$ cat src/hw/ots_defines.svh
// Offsets, field positions and reset values of the stop logic.
`ifndef OTS_DEFINES_SVH
`define OTS_DEFINES_SVH

// ----------------------------------------------------------------------------
// Register map (byte addresses on APB)
// ----------------------------------------------------------------------------
`define OTS_ADDR_SWITCH   12'h000
`define OTS_ADDR_TORQUE   12'h004
`define OTS_ADDR_CONTROL  12'h008
`define OTS_ADDR_STATUS   12'h00C

// ----------------------------------------------------------------------------
// Switch word fields
// ----------------------------------------------------------------------------
`define OTS_SW_FWD_IGN    2
`define OTS_SW_REV_IGN    3
`define OTS_SW_COAST      6
`define OTS_SW_DB_KEEP    7
`define OTS_SW_OT_DECEL   8
`define OTS_SW_OT_CLAMP   9
`define OTS_SW_RESET      16'h0080

// ----------------------------------------------------------------------------
// Torque setting and control fields
// ----------------------------------------------------------------------------
`define OTS_TRQ_MAX       16'h012C
`define OTS_CTL_ENABLE    0
`define OTS_CTL_TORQUE    1
`define OTS_CTL_ALARM     2
`define OTS_CTL_POWER     3
`define OTS_CTL_RESET     16'h0008

// ----------------------------------------------------------------------------
// Status fields
// ----------------------------------------------------------------------------
`define OTS_ST_FWD_OK     0
`define OTS_ST_REV_OK     1
`define OTS_ST_SERVO_ON   2
`define OTS_ST_DB         3
`define OTS_ST_DECEL      4
`define OTS_ST_CLAMP      5
`define OTS_ST_COAST      6
`define OTS_ST_STATE_LSB  8

`endif

$ cat src/hw/ots_pkg.sv
// Types shared by the overtravel and stop-mode logic.
package ots_pkg;

  // One-hot stop sequence states.
  typedef enum logic [5:0] {
    OTS_RUN   = 6'h01,
    OTS_DECEL = 6'h02,
    OTS_CLAMP = 6'h04,
    OTS_DB    = 6'h08,
    OTS_COAST = 6'h10,
    OTS_OFF   = 6'h20
  } ots_state_t;

endpackage

$ cat src/hw/ots_cfg_if.sv
// Interface carrying configuration from the register block to the core.
`timescale 1ns/1ns
`default_nettype none
interface ots_cfg_if;
  logic [15:0] switch_word;
  logic [15:0] stop_torque;
  logic        drive_enable;
  logic        torque_mode;
  logic        alarm;
  logic        power_ok;
  logic [7:0]  status;

  modport regs (output switch_word, stop_torque, drive_enable, torque_mode,
                output alarm, power_ok, input status);
  modport core (input switch_word, stop_torque, drive_enable, torque_mode,
                input alarm, power_ok, output status);
endinterface
`default_nettype wire

$ cat src/hw/ots_sync2.sv
// Two-stage synchroniser for the two travel-limit inputs.
`timescale 1ns/1ns
`default_nettype none
module ots_sync2
  import ots_pkg::*;
(
  // Clock and reset
  input  wire logic       clk_sys_i,
  input  wire logic       rst_n_i,
  // Data
  input  wire logic [1:0] async_i,
  output logic      [1:0] sync_o
);
  typedef struct packed {
    logic [1:0] s1;
    logic [1:0] s2;
  } ots_sync_t;

  ots_sync_t st_q, st_d;

  always_comb begin
    st_d    = st_q;
    st_d.s1 = async_i;
    st_d.s2 = st_q.s1;
  end

  // Reset to 1: an open switch reads as prohibited until sampled.
  always_ff @(posedge clk_sys_i or negedge rst_n_i) begin
    if (!rst_n_i) begin
      st_q <= '{s1: 2'h3, s2: 2'h3};
    end else begin
      st_q <= st_d;
    end
  end

  assign sync_o = st_q.s2;
endmodule
`default_nettype wire

$ cat src/hw/ots_regs.sv
// APB register block holding the switch word, stop torque and controls.
`timescale 1ns/1ns
`default_nettype none
`include "ots_defines.svh"
module ots_regs
  import ots_pkg::*;
(
  // Clock and reset
  input  wire logic        clk_sys_i,
  input  wire logic        rst_n_i,
  // APB slave
  input  wire logic        psel_i,
  input  wire logic        penable_i,
  input  wire logic        pwrite_i,
  input  wire logic [11:0] paddr_i,
  input  wire logic [31:0] pwdata_i,
  output logic      [31:0] prdata_o,
  output logic             pready_o,
  output logic             pslverr_o,
  // Configuration to the core
  ots_cfg_if.regs          cfg
);
  typedef struct packed {
    logic [15:0] sw;
    logic [15:0] trq;
    logic [15:0] ctl;
    logic [31:0] rdata;
    logic        ready;
    logic        err;
  } ots_regs_t;

  ots_regs_t st_q, st_d;

  function automatic logic known(input logic [11:0] a);
    known = (a == `OTS_ADDR_SWITCH) || (a == `OTS_ADDR_TORQUE) ||
            (a == `OTS_ADDR_CONTROL) || (a == `OTS_ADDR_STATUS);
  endfunction

  // One wait state: the answer comes in the second access cycle.
  always_comb begin
    st_d       = st_q;
    st_d.ready = 1'b0;
    st_d.err   = 1'b0;
    if (psel_i && penable_i && !st_q.ready) begin
      st_d.ready = 1'b1;
      st_d.err   = !known(paddr_i);
      st_d.rdata = 32'h0;
      if (pwrite_i) begin
        case (paddr_i)
          `OTS_ADDR_SWITCH:  st_d.sw  = pwdata_i[15:0];
          `OTS_ADDR_TORQUE:  st_d.trq = pwdata_i[15:0];
          `OTS_ADDR_CONTROL: st_d.ctl = pwdata_i[15:0];
          default:           st_d.sw  = st_q.sw;
        endcase
      end else begin
        case (paddr_i)
          `OTS_ADDR_SWITCH:  st_d.rdata = {16'h0, st_q.sw};
          `OTS_ADDR_TORQUE:  st_d.rdata = {16'h0, st_q.trq};
          `OTS_ADDR_CONTROL: st_d.rdata = {16'h0, st_q.ctl};
          `OTS_ADDR_STATUS:  st_d.rdata = {24'h0, cfg.status};
          default:           st_d.rdata = 32'h0;
        endcase
      end
    end
  end

  always_ff @(posedge clk_sys_i or negedge rst_n_i) begin
    if (!rst_n_i) begin
      st_q <= '{sw: `OTS_SW_RESET, trq: `OTS_TRQ_MAX, ctl: `OTS_CTL_RESET,
                rdata: 32'h0, ready: 1'b0, err: 1'b0};
    end else begin
      st_q <= st_d;
    end
  end

  assign prdata_o         = st_q.rdata;
  assign pready_o         = st_q.ready;
  assign pslverr_o        = st_q.err;
  assign cfg.switch_word  = st_q.sw;
  assign cfg.stop_torque  = st_q.trq;
  assign cfg.drive_enable = st_q.ctl[`OTS_CTL_ENABLE];
  assign cfg.torque_mode  = st_q.ctl[`OTS_CTL_TORQUE];
  assign cfg.alarm        = st_q.ctl[`OTS_CTL_ALARM];
  assign cfg.power_ok     = st_q.ctl[`OTS_CTL_POWER];
endmodule
`default_nettype wire

$ cat src/hw/ots_top.sv
// Overtravel limit and stop-mode decision logic of a servo drive.
//
// Behaviour
// - Forward motion allowed while forward limit input is low, blocked when high.
// - Reverse motion allowed while reverse limit input is low, blocked when high.
// - Switch bit 2 set ignores the forward limit input entirely.
// - Switch bit 3 set ignores the reverse limit input entirely.
// - At overtravel bit 8 clear stops like servo-off, set decelerates.
// - After overtravel deceleration bit 9 clear turns servo off, set clamps.
// - Torque control mode always stops overtravel like servo-off.
// - Emergency torque is percent of rated, defaults to maximum.
// - Enable low, alarm or power loss puts the drive in servo-off.
// - Servo-off stop uses dynamic brake when bit 6 clear, coasts otherwise.
// - After brake stop bit 7 clear releases brake, set keeps it.
// - Bits 6, 8, 9 reset to zero, bit 7 resets to one.
`timescale 1ns/1ns
`default_nettype none
`include "ots_defines.svh"
module ots_top
  import ots_pkg::*;
(
  // Clock and reset
  input  wire logic        clk_sys_i,
  input  wire logic        rst_n_i,
  // APB slave
  input  wire logic        psel_i,
  input  wire logic        penable_i,
  input  wire logic        pwrite_i,
  input  wire logic [11:0] paddr_i,
  input  wire logic [31:0] pwdata_i,
  output logic      [31:0] prdata_o,
  output logic             pready_o,
  output logic             pslverr_o,
  // Limit switches, high or open means limit reached
  input  wire logic        fwd_travel_limit_in_i,
  input  wire logic        rev_travel_limit_in_i,
  // Motion feedback
  input  wire logic        motor_at_rest_i,
  // Drive commands
  output logic             fwd_allowed_o,
  output logic             rev_allowed_o,
  output logic             servo_on_o,
  output logic             dyn_brake_o,
  output logic             decel_active_o,
  output logic [15:0]      emergency_torque_setting_o,
  output logic             zero_clamp_o,
  output logic             coast_o
);
  ots_cfg_if cfg ();
  logic [1:0] lim_s;

  typedef struct packed {
    ots_state_t  state;
    logic        fwd_ok;
    logic        rev_ok;
    logic        servo_on;
    logic        db;
    logic        decel;
    logic [15:0] trq;
    logic        clamp;
    logic        coast;
  } ots_core_t;

  ots_core_t st_q, st_d;

  // --------------------------------------------------------------------------
  // Registers and input synchronisation
  // --------------------------------------------------------------------------
  ots_regs u_regs (
    .clk_sys_i (clk_sys_i),
    .rst_n_i   (rst_n_i),
    .psel_i    (psel_i),
    .penable_i (penable_i),
    .pwrite_i  (pwrite_i),
    .paddr_i   (paddr_i),
    .pwdata_i  (pwdata_i),
    .prdata_o  (prdata_o),
    .pready_o  (pready_o),
    .pslverr_o (pslverr_o),
    .cfg       (cfg.regs)
  );

  ots_sync2 u_sync (
    .clk_sys_i (clk_sys_i),
    .rst_n_i   (rst_n_i),
    .async_i   ({rev_travel_limit_in_i, fwd_travel_limit_in_i}),
    .sync_o    (lim_s)
  );

  // --------------------------------------------------------------------------
  // Decision logic
  // --------------------------------------------------------------------------
  logic [15:0] sw;
  logic        fwd_ok_c;
  logic        rev_ok_c;
  logic        servo_off_req;
  logic        overtravel;

  assign sw = cfg.switch_word;
  // A set ignore bit behaves as if the input were tied low.
  assign fwd_ok_c = !lim_s[0] || sw[`OTS_SW_FWD_IGN];
  assign rev_ok_c = !lim_s[1] || sw[`OTS_SW_REV_IGN];
  assign servo_off_req = !cfg.drive_enable || cfg.alarm ||
                         !cfg.power_ok;
  assign overtravel = !fwd_ok_c || !rev_ok_c;

  // Servo-off stop entry point, shared by overtravel and servo-off events.
  function automatic ots_state_t off_stop(input logic [15:0] w);
    off_stop = w[`OTS_SW_COAST] ? OTS_COAST : OTS_DB;
  endfunction

  always_comb begin
    st_d        = st_q;
    st_d.fwd_ok = fwd_ok_c;
    st_d.rev_ok = rev_ok_c;
    st_d.trq    = cfg.stop_torque;
    case (st_q.state)
      OTS_RUN: begin
        if (servo_off_req) begin
          st_d.state = off_stop(sw);
        end else if (overtravel) begin
          if (sw[`OTS_SW_OT_DECEL] && !cfg.torque_mode) begin
            st_d.state = OTS_DECEL;
          end else begin
            st_d.state = off_stop(sw);
          end
        end
      end
      OTS_DECEL: begin
        if (servo_off_req) begin
          st_d.state = off_stop(sw);
        end else if (motor_at_rest_i) begin
          st_d.state = sw[`OTS_SW_OT_CLAMP] ? OTS_CLAMP
                                            : off_stop(sw);
        end
      end
      OTS_CLAMP: begin
        if (servo_off_req) begin
          st_d.state = off_stop(sw);
        end else if (!overtravel) begin
          st_d.state = OTS_RUN;
        end
      end
      OTS_DB: begin
        if (motor_at_rest_i) begin
          st_d.state = OTS_OFF;
        end
      end
      OTS_COAST: begin
        if (motor_at_rest_i) begin
          st_d.state = OTS_OFF;
        end
      end
      OTS_OFF: begin
        // Resume only once every stop cause has cleared.
        if (!servo_off_req && !overtravel) begin
          st_d.state = OTS_RUN;
        end
      end
      default: st_d.state = OTS_OFF;
    endcase
    st_d.servo_on = (st_d.state == OTS_RUN) || (st_d.state == OTS_DECEL) ||
                    (st_d.state == OTS_CLAMP);
    st_d.decel    = (st_d.state == OTS_DECEL);
    st_d.clamp    = (st_d.state == OTS_CLAMP);
    st_d.coast    = (st_d.state == OTS_COAST);
    // The brake stays on at rest only when the keep bit asks for it.
    st_d.db       = (st_d.state == OTS_DB) ||
                    ((st_d.state == OTS_OFF) && sw[`OTS_SW_DB_KEEP] &&
                     !sw[`OTS_SW_COAST]);
  end

  always_ff @(posedge clk_sys_i or negedge rst_n_i) begin
    if (!rst_n_i) begin
      st_q <= '{state: OTS_OFF, fwd_ok: 1'b0, rev_ok: 1'b0, servo_on: 1'b0,
                db: 1'b1, decel: 1'b0, trq: `OTS_TRQ_MAX, clamp: 1'b0,
                coast: 1'b0};
    end else begin
      st_q <= st_d;
    end
  end

  assign cfg.status = {2'h0, st_q.coast, st_q.clamp, st_q.decel, st_q.db,
                       st_q.servo_on, st_q.fwd_ok} & 8'hFF |
                      {6'h0, st_q.rev_ok, 1'b0};

  assign fwd_allowed_o              = st_q.fwd_ok;
  assign rev_allowed_o              = st_q.rev_ok;
  assign servo_on_o                 = st_q.servo_on;
  assign dyn_brake_o                = st_q.db;
  assign decel_active_o             = st_q.decel;
  assign emergency_torque_setting_o = st_q.trq;
  assign zero_clamp_o               = st_q.clamp;
  assign coast_o                    = st_q.coast;
endmodule
`default_nettype wire

$ cat config.mk
export PLATFORM = sky130hd
export DESIGN_NAME = ots_top
export DESIGN_NICKNAME = d
export VERILOG_FILES = /design/src/hw/ots_pkg.sv /design/src/hw/ots_cfg_if.sv /design/src/hw/ots_sync2.sv /design/src/hw/ots_regs.sv /design/src/hw/ots_top.sv
export VERILOG_INCLUDE_DIRS = /design/src /design/src/hw
export SDC_FILE = /design/constraint.sdc
export NUM_CORES = 1
export LEC_CHECK = 0
export BUFFER_PORTS_ARGS = -buffer_cell sky130_fd_sc_hd__buf_4
export CAP_MARGIN = 20
export CORE_MARGIN = 2
export CORE_UTILIZATION = 30
export DETAILED_ROUTE_END_ITERATION = 10
export PLACE_DENSITY = 0.55
export SLEW_MARGIN = 20
export SYNTH_ARGS = -nofsm -noshare
export SYNTH_HDL_FRONTEND = slang
export SYNTH_SLANG_ARGS = --single-unit
$ cat constraint.sdc
create_clock -name clk_sys_i -period 2.17 [get_ports clk_sys_i]
set_input_delay 0.651 -clock clk_sys_i [delete_from_list [all_inputs] [get_ports clk_sys_i]]
set_output_delay 0.651 -clock clk_sys_i [all_outputs]
set_load 0.05 [all_outputs]
**Word-level counts from Yosys, hierarchy flattened**

Cells that the tools add are included.

- Add/subtract/negate cells: 0
- Multipliers: 0
- Divide/modulo/power cells: 0
- Magnitude comparators: 0
- Eq/ne operators: 15
- Shift-type cells: 0
- Multiplexer cells: 15
- Bitwise operators: 1
- Reduce and logical (&&, ||, !) cells: 34

Operators with widths:

| operator | number |
|---|---|
| 16-bit case mux with 4 select lines | 1 |
| 6-bit 2-to-1 mux | 8 |
| 6-bit case mux with 5 select lines | 1 |
| 12-bit by 4-bit == test with 1-bit output, second input constant | 2 |
| 16-bit 2-to-1 mux | 1 |
| 5-bit 2-to-1 mux | 3 |
| 12-bit by 3-bit == test with 1-bit output, second input constant | 1 |
| 6-bit by 1-bit == test with 1-bit output, second input constant | 2 |
| 6-bit by 2-bit == test with 1-bit output, second input constant | 2 |
| 6-bit by 3-bit == test with 1-bit output, second input constant | 2 |
| 6-bit by 4-bit == test with 1-bit output, second input constant | 2 |
| 6-bit by 5-bit == test with 1-bit output, second input constant | 2 |
| 6-bit == test, second input constant | 2 |
| 1-bit zero test | 12 |
| 12-bit zero test | 1 |
| 1-bit logical OR | 11 |
| 3-bit AND reduction | 3 |
| 1-bit logical AND | 6 |
| 6-bit by 2-bit OR with 6-bit output | 1 |
| 2-bit 2-to-1 mux | 1 |
| 2-bit OR reduction | 1 |

- Register bits: 115
- Latch bits: 0
- RAM bits: 0
- ROM bits: 0
- Word-level logic and storage cells: 82
- Memories: 0

**Longest topological paths before layout**

Gate-level depths: netlist of run 1.

- Depth after elaboration: 12
- Depth in mapped cells: 7
- Mapped depth without buffers: 6

**Hierarchy**

Synthesis of run 1 repeated with hierarchy kept, for this count alone.

- Cells, all modules: 363
- Area total of the unflattened synthesis: 4783.3 µm²

By module, submodules not included:

| module | times used | cells each | area each (µm²) | seq. area each (µm²) |
|---|---|---|---|---|
| ots_regs | 1 | 248 | 3407.0 | 1659.1 |
| ots_top | 1 | 111 | 1271.2 | 733.2 |
| ots_sync2 | 1 | 4 | 105.1 | 105.1 |

**Worst setup path before layout of run 1**

Ideal clock, no wire load.

- Path type: input-to-reg
- Start: input paddr_i[9]
- End: register u_regs.st_q, in the netlist u_regs.cfg.stop_torque[10]
- Library setup time: 0.125 ns
- Arrival: 1.880 ns
- Required time: 2.045 ns
- Slack: 0.165 ns
- Stages: 6
- Path through: nor4_4 nand4_4 nor2_8 nand3b_4 buf_6 mux2_4

- Longest elaborated chain between the ends: 2

RTL lines:

| element | RTL line | source |
|---|---|---|
| start: declaration | ots_top.sv:29 | `input wire logic [11:0] paddr_i,` |
| 12-bit by 3-bit == test with 1-bit output | ots_regs.sv:49 | `case (paddr_i)` |
| 3-bit AND reduction (no source line) | -- |  |
| end signal: assignment | ots_regs.sv:69 | `` st_q <= '{sw: `OTS_SW_RESET, trq: `OTS_TRQ_MAX, ctl: `OTS_CTL_RESET, `` |
| end signal: assignment | ots_regs.sv:72 | `st_q <= st_d;` |
| end: declaration | ots_regs.sv:32 | `ots_regs_t st_q, st_d;` |

No other way between the ends.
A chain may end at the register's enable or synchronous reset.

**Worst setup path after layout of run 1**

- Start: input paddr_i[1]
- End: register u_regs.st_q, in the netlist u_regs.cfg.switch_word[9]

- Longest elaborated chain between the ends: 2

RTL lines:

| element | RTL line |
|---|---|
| 12-bit zero test | ots_regs.sv:49 |
| 3-bit AND reduction (no source line) | -- |

No other way between the ends.

==> results.toml, run 1 <==
[status]
status = "finished clean"

[grt]
grt_overflow_total = 0
grt_max_degree = 40
grt_pass1_vias = 2747
grt_pass1_wl_um = 14810
antenna_found_initial = 0
grt_util_all_layers_pct = 11.80

[synthesis]
synth_cell_types = 47
syn_area_um2 = 4657
synth_area_leaders = "dfrtp_1 45%, mux2_4 9.7%, dfstp_2 9.0%"
synth-edff-count = 0
synthDominantCellAreaShare_pct = 44.60
synth_most_common_cell = "dfrtp_1"
synth_warnings = 0
yosys.area.top_type = "dfrtp_1"
post_synth_most_frequent_cells = "83 x dfrtp_1, 49 x buf_4, 30 x mux2_4"
ys_seq_area_share_pct = 53.63
syn_area_per_cell_um2 = 13.50
ys.flop_type = "dfrtp_1"
synth_seq_cells = 99
syn_inst = 345
async_reset_ff_share_pct = 100.0

[placed_design]
dp_hpwl_um = 6848
place_congestion = 0.8498
dp_cells = 574
pre_cts_ws_ns = -0.03087
place_area_um2 = 5187
io_buffers = 76

[cells_and_area]
drive_gt1_share_pct = 46.27
fillers = 1456
post-route-cell-area_um2 = 5513
nets = 449
antenna-diode-count = 0
fin_util_pct = 36.26
area_growth_pct = 18.38
stdcell_count = 590

[setup_path]
critPathMaxFanout = 16
startpoint = "paddr_i[1]"
crit_slowest_cell = "nor4_4"
critPathCapture = "u_regs.cfg.switch_word[9]"
crit_chain = "buf_4 -> nor4_4 -> nand4_4 -> nor2_8 -> nand2_4 -> mux2_4"
critical_path.max_stage_delay_ns = 0.36
r2r_end = "dyn_brake_o"
critical_path_required_ns = 2.40
start_kind = "input pin"
cp_data_arrival_time_ns = 2.06
r2r-start = "st_q[26]"
end_kind = "register"
crit_type = "input pin to register"
reg2reg_slack_ns = 0.38
reg2regPathDepth = 5

[pwr]
powerDensity_nw_per_um2 = 700.5
cellLeakagePower_nw = 2.793
peakVddDrop_v = 0.0003354

[cts]
cts_hold_buf = 0
htree_levels = 3
cts.path.max_buffers = 2
path_clk_slew_ns = 0.07
cts_made_buffers = 9
clock-sinks = 99
clock-root-buffer = "clkbuf_16"
cts_setup_buffers = 0
cts_resized = 0
cts_tree = "yes"
insertion_delay_ns = 0.34

[drt]
drc = 0
post_drt_wl_per_cell_um = 15.97
first_pass_iters = 4
vias = 2719
via_per_inst = 4.608
drtAntennaViolNets = 0
drtIter0Drc = 209
wirelength_um = 9421

[timing]
fin_skew_ns = 0.003561
hold_viol_final = 0
setup_slack_ns = 0.3363
timing.final.crit_share_pct = 84.50
period_needed_ns = 1.834
drv_slew = 0
rsz0062_at_grt = "false"
worst_pin_slew_ns = 0.5329
setup_violations = 0
max_freq_ghz = 0.5453
fin_setup_tns_ns = 0
slew_headroom_pct = 64.47

[floorplanning]
die_height_um = 128.6
dieArea_um2 = 16540
ioPinCount = 109
rows = 45
design.core.area_um2 = 15200
initial_core_util_pct = 30.63
die_w_um = 128.6

[min_path]
min_path_type = "input pin to asynchronous set/reset pin"

[job]
drv_cap = 0
kinds of logic (layout without fill, tap and decap cells):
logic type                count (synthesis)  count (layout)  synth area share (%)
muxes                                    65              65                 19.29
and+or+nand+nor                          62              62                 9.242
xor gates and xnor gates                  2               2                0.3762
AOI/OAI and AO/OA                        48              48                 7.308
other                                     1              16               0.08052
buffers and inverters                    68             110                 10.08
DFF                                      99              99                 53.63
layout by cell type, fill, tap and decap left out, drive strengths merged, types with 2 or more instances in the layout:
cell type,count
a21oi,2
a22o,16
a31oi,2
and3,2
buf,88
bufinv,2
clkbuf,9
clkinvlp,2
conb,16
dfrtp,83
dfstp,16
inv,8
mux2,48
mux2i,11
mux4,6
nand2,21
nand2b,4
nand3,7
nand3b,3
nor2,10
nor2b,3
nor4,4
nor4b,2
o21ai,17
o2bb2ai,2
xor2,2
power by group:
part | internal [mW] | leakage, nW | switching, mW
Sequential | 1.86 | 1.32 | 0.00383
Clock | 1.02 | 0.154 | 0.724
Combinational | 0.0780 | 1.32 | 0.178
Total | 2.96 | 2.79 | 0.906
critical path, delay by kind of cell:
family                 cells  cell delay, ns
AND/OR/NAND/NOR            4            0.92
multiplexers               1            0.36
buffers and inverters      1            0.12
flip-flops by register name (all words and copies together), names as in the netlist, 2 cells and up:
register and flops:
emergency_torque_setting_o 16, st_q 6, u_regs.cfg.stop_torque 16, u_regs.cfg.switch_word 16, u_regs.prdata_o 16, u_regs.st_q 12
u_sync.st_d 2, u_sync.sync_o 2
per-stage QoR:
stage          hold WS [ns]  power, mW
6_report             0.2846      3.862
5_1_grt              0.3134      4.021
4_1_cts              0.2948      3.915
3_5_place_dp         0.3478      2.158
3_3_place_gp         0.3483      2.154
2_1_floorplan        0.3452      2.043
cell type report:
class | count | area (um^2) | area share (%)
flip-flops and latches | 99 | 2497 | 45.30
multi-input cells | 193 | 1747 | 31.68
repair buffers | 88 | 685.7 | 12.44
well taps | 188 | 235.2 | 4.267
clock buffers | 9 | 225.2 | 4.085
clock inverters | 7 | 100.1 | 1.816
inverters | 6 | 22.52 | 0.4085
how the worst min path moves through the flow:
| stage | slack (ns) | to | depth (start not counted) | startpoint |
|---|---|---|---|---|
| floorplan | 0.35 | u_sync.sync_o[0] | 0 | u_sync.st_d[0] |
| global route | 0.31 | u_regs.cfg.stop_torque[14] | 1 | rst_n_i |
| detailed placement | 0.35 | u_sync.sync_o[0] | 0 | u_sync.st_d[0] |
| finish | 0.28 | u_regs.prdata_o[13] | 1 | rst_n_i |
| global placement | 0.35 | u_sync.sync_o[1] | 0 | u_sync.st_d[1] |
| CTS | 0.29 | u_regs.prdata_o[13] | 1 | rst_n_i |
per-layer routing:
metal | vias up | wire [um] | track usage [%]
met1 | 1365 | 3934 | 14.04
met4 | 0 | 112 | 3.772
met5 | - | 0 | 0
met2 | 84 | 4765 | 20.43
li1 | 1262 | - | -
met3 | 8 | 608 | 3.701
(Power assumes the default switching activity.)
==> inputs of run 2 (changes only) <==
clock period = 1.8 ns   (was 2.17 ns; I/O delays follow)
==> run 2 against run 1 <==
Sequential share of layout area down 0.49 points. Cell count is 0.68% higher. Sequential power rose by 20%. Die area unchanged. Via count is 2.0% higher. Critical path depth shrank 1. Global-route usage rose by 0.18 points. Routed wire length grew 2.2%. Non-clock buffer count up 4. Setup slack got worse by 0.28 ns. Clock-buffer cell count grew 1. Power increased by 20%. Highest routed layer unchanged.
==> results.toml, run 2 (same netlist as run 1, synthesis figures left out) <==
[placed_design]
dp_cells = 575
dp_hpwl_um = 6897
place_congestion = 0.8512
place_area_um2 = 5220
pre_cts_ws_ns = -0.2787
io_buffers = 76

[grt]
antenna_found_initial = 0
grt_util_all_layers_pct = 11.98
grt_overflow_total = 0
grt_max_degree = 31
grt_pass1_wl_um = 15400
grt_pass1_vias = 2865

[cells_and_area]
stdcell_count = 594
seq_area_um2 = 2501
drive_gt1_share_pct = 47.78
antenna-diode-count = 0
fin_util_pct = 36.72
area_growth_pct = 19.85
post-route-cell-area_um2 = 5582
nets = 453
final_cell_mix = "88 x buf_4, 80 x dfrtp_1, 30 x mux2_4"
fillers = 1473
final_common_cell = "buf_4"
multi_input_area_um2 = 1757

[timing]
setup_violations = 0
drv_slew = 0
fin_setup_tns_ns = 0
setup_slack_ns = 0.05959
hold_viol_final = 0
timing.final.crit_share_pct = 96.69
period_needed_ns = 1.740
max_freq_ghz = 0.5746
whs_ns = 0.1125
fin_skew_ns = 0.006188

[drt]
via_per_inst = 4.668
wirelength_um = 9632
post_drt_wl_per_cell_um = 16.22
drc = 0
drtAntennaViolNets = 0
drtIter0Drc = 137
first_pass_iters = 4
vias = 2773

[pwr]
peakVddDrop_v = 0.0004710
powerDensity_nw_per_um2 = 833.3
cellLeakagePower_nw = 2.813
p_total_mw = 4.651

[cts]
cts.path.max_buffers = 2
cts_hold_buf = 0
cts_made_buffers = 9
path_clk_slew_ns = 0.07
insertion_delay_ns = 0.34
clock-sinks = 99
htree_levels = 3
cts_tree = "yes"
clock-root-buffer = "clkbuf_16"

[setup_path]
critPathCapture = "dyn_brake_o"
crit_type = "register to register"
reg2reg_slack_ns = 0.06
critical_path_required_ns = 2.05
cp_data_arrival_time_ns = 1.99
r2r-start = "st_q[25]"
startpoint = "st_q[25]"
start_kind = "register"
critPathMaxFanout = 10
r2r_end = "dyn_brake_o"
reg2regPathDepth = 5
end_kind = "register"

[floorplanning]
rows = 45
ioPinCount = 109
dieArea_um2 = 16540
initial_core_util_pct = 30.63
die_height_um = 128.6
design.core.area_um2 = 15200
die_w_um = 128.6

[min_path]
min_path_type = "input pin to asynchronous set/reset pin"

[status]
status = "finished clean"

[job]
drv_cap = 0
run 2: changes by cell type in the layout (fill, tap and decap cells not counted), sizes merged:
cell / delta
buf: +4
clkinv: -1
clkinvlp: -1
inv: +1
clkbuf: +1
run 2: per-layer routing:
metal	up-vias	routed length, um	global-route usage, %
met5	-	0	0
li1	1274	-	-
met3	8	462	2.952
met1	1406	4120	14.97
met4	0	109	3.645
met2	85	4939	20.59
run 2: area by class of cell:
type                       count  share of cell area (%)
sequential                    99                   44.81
multi-input combinational    193                   31.47
timing repair buffer          92                   13.27
tap                          188                   4.214
clock buffer                  10                   4.102
clock inverter                 6                   1.726
inverter                       6                  0.4035
run 2: worst min-delay path by stage:
stage                                                end      startpoint
after floorplan                                  coast_o         rst_n_i
after global placement                  u_sync.sync_o[1]  u_sync.st_d[1]
after detailed placement                u_sync.sync_o[1]  u_sync.st_d[1]
after CTS                            u_regs.prdata_o[13]         rst_n_i
after global routing      emergency_torque_setting_o[13]         rst_n_i
final                                u_regs.prdata_o[13]         rst_n_i
run 2: worst max-delay path, stage by stage, from the launching register on:
cell	delay, ns
dfrtp_2	0.47
nor4b_1	0.37
a211oi_1	0.10
o311ai_0	0.32
o221a_2	0.28
o221ai_1	0.12
run 2: timing repair:
item	4_1_cts	5_1_grt
gates resized for setup	0	5
setup endpoints to repair	0	5
endpoints found under the hold margin	0	0
buffers inserted	0	3
run 2: report_power, final:
part           switching, mW  internal (mW)
registers            0.00479           2.24
clock network          0.856           1.24
logic                  0.214         0.0984
total                   1.08           3.58
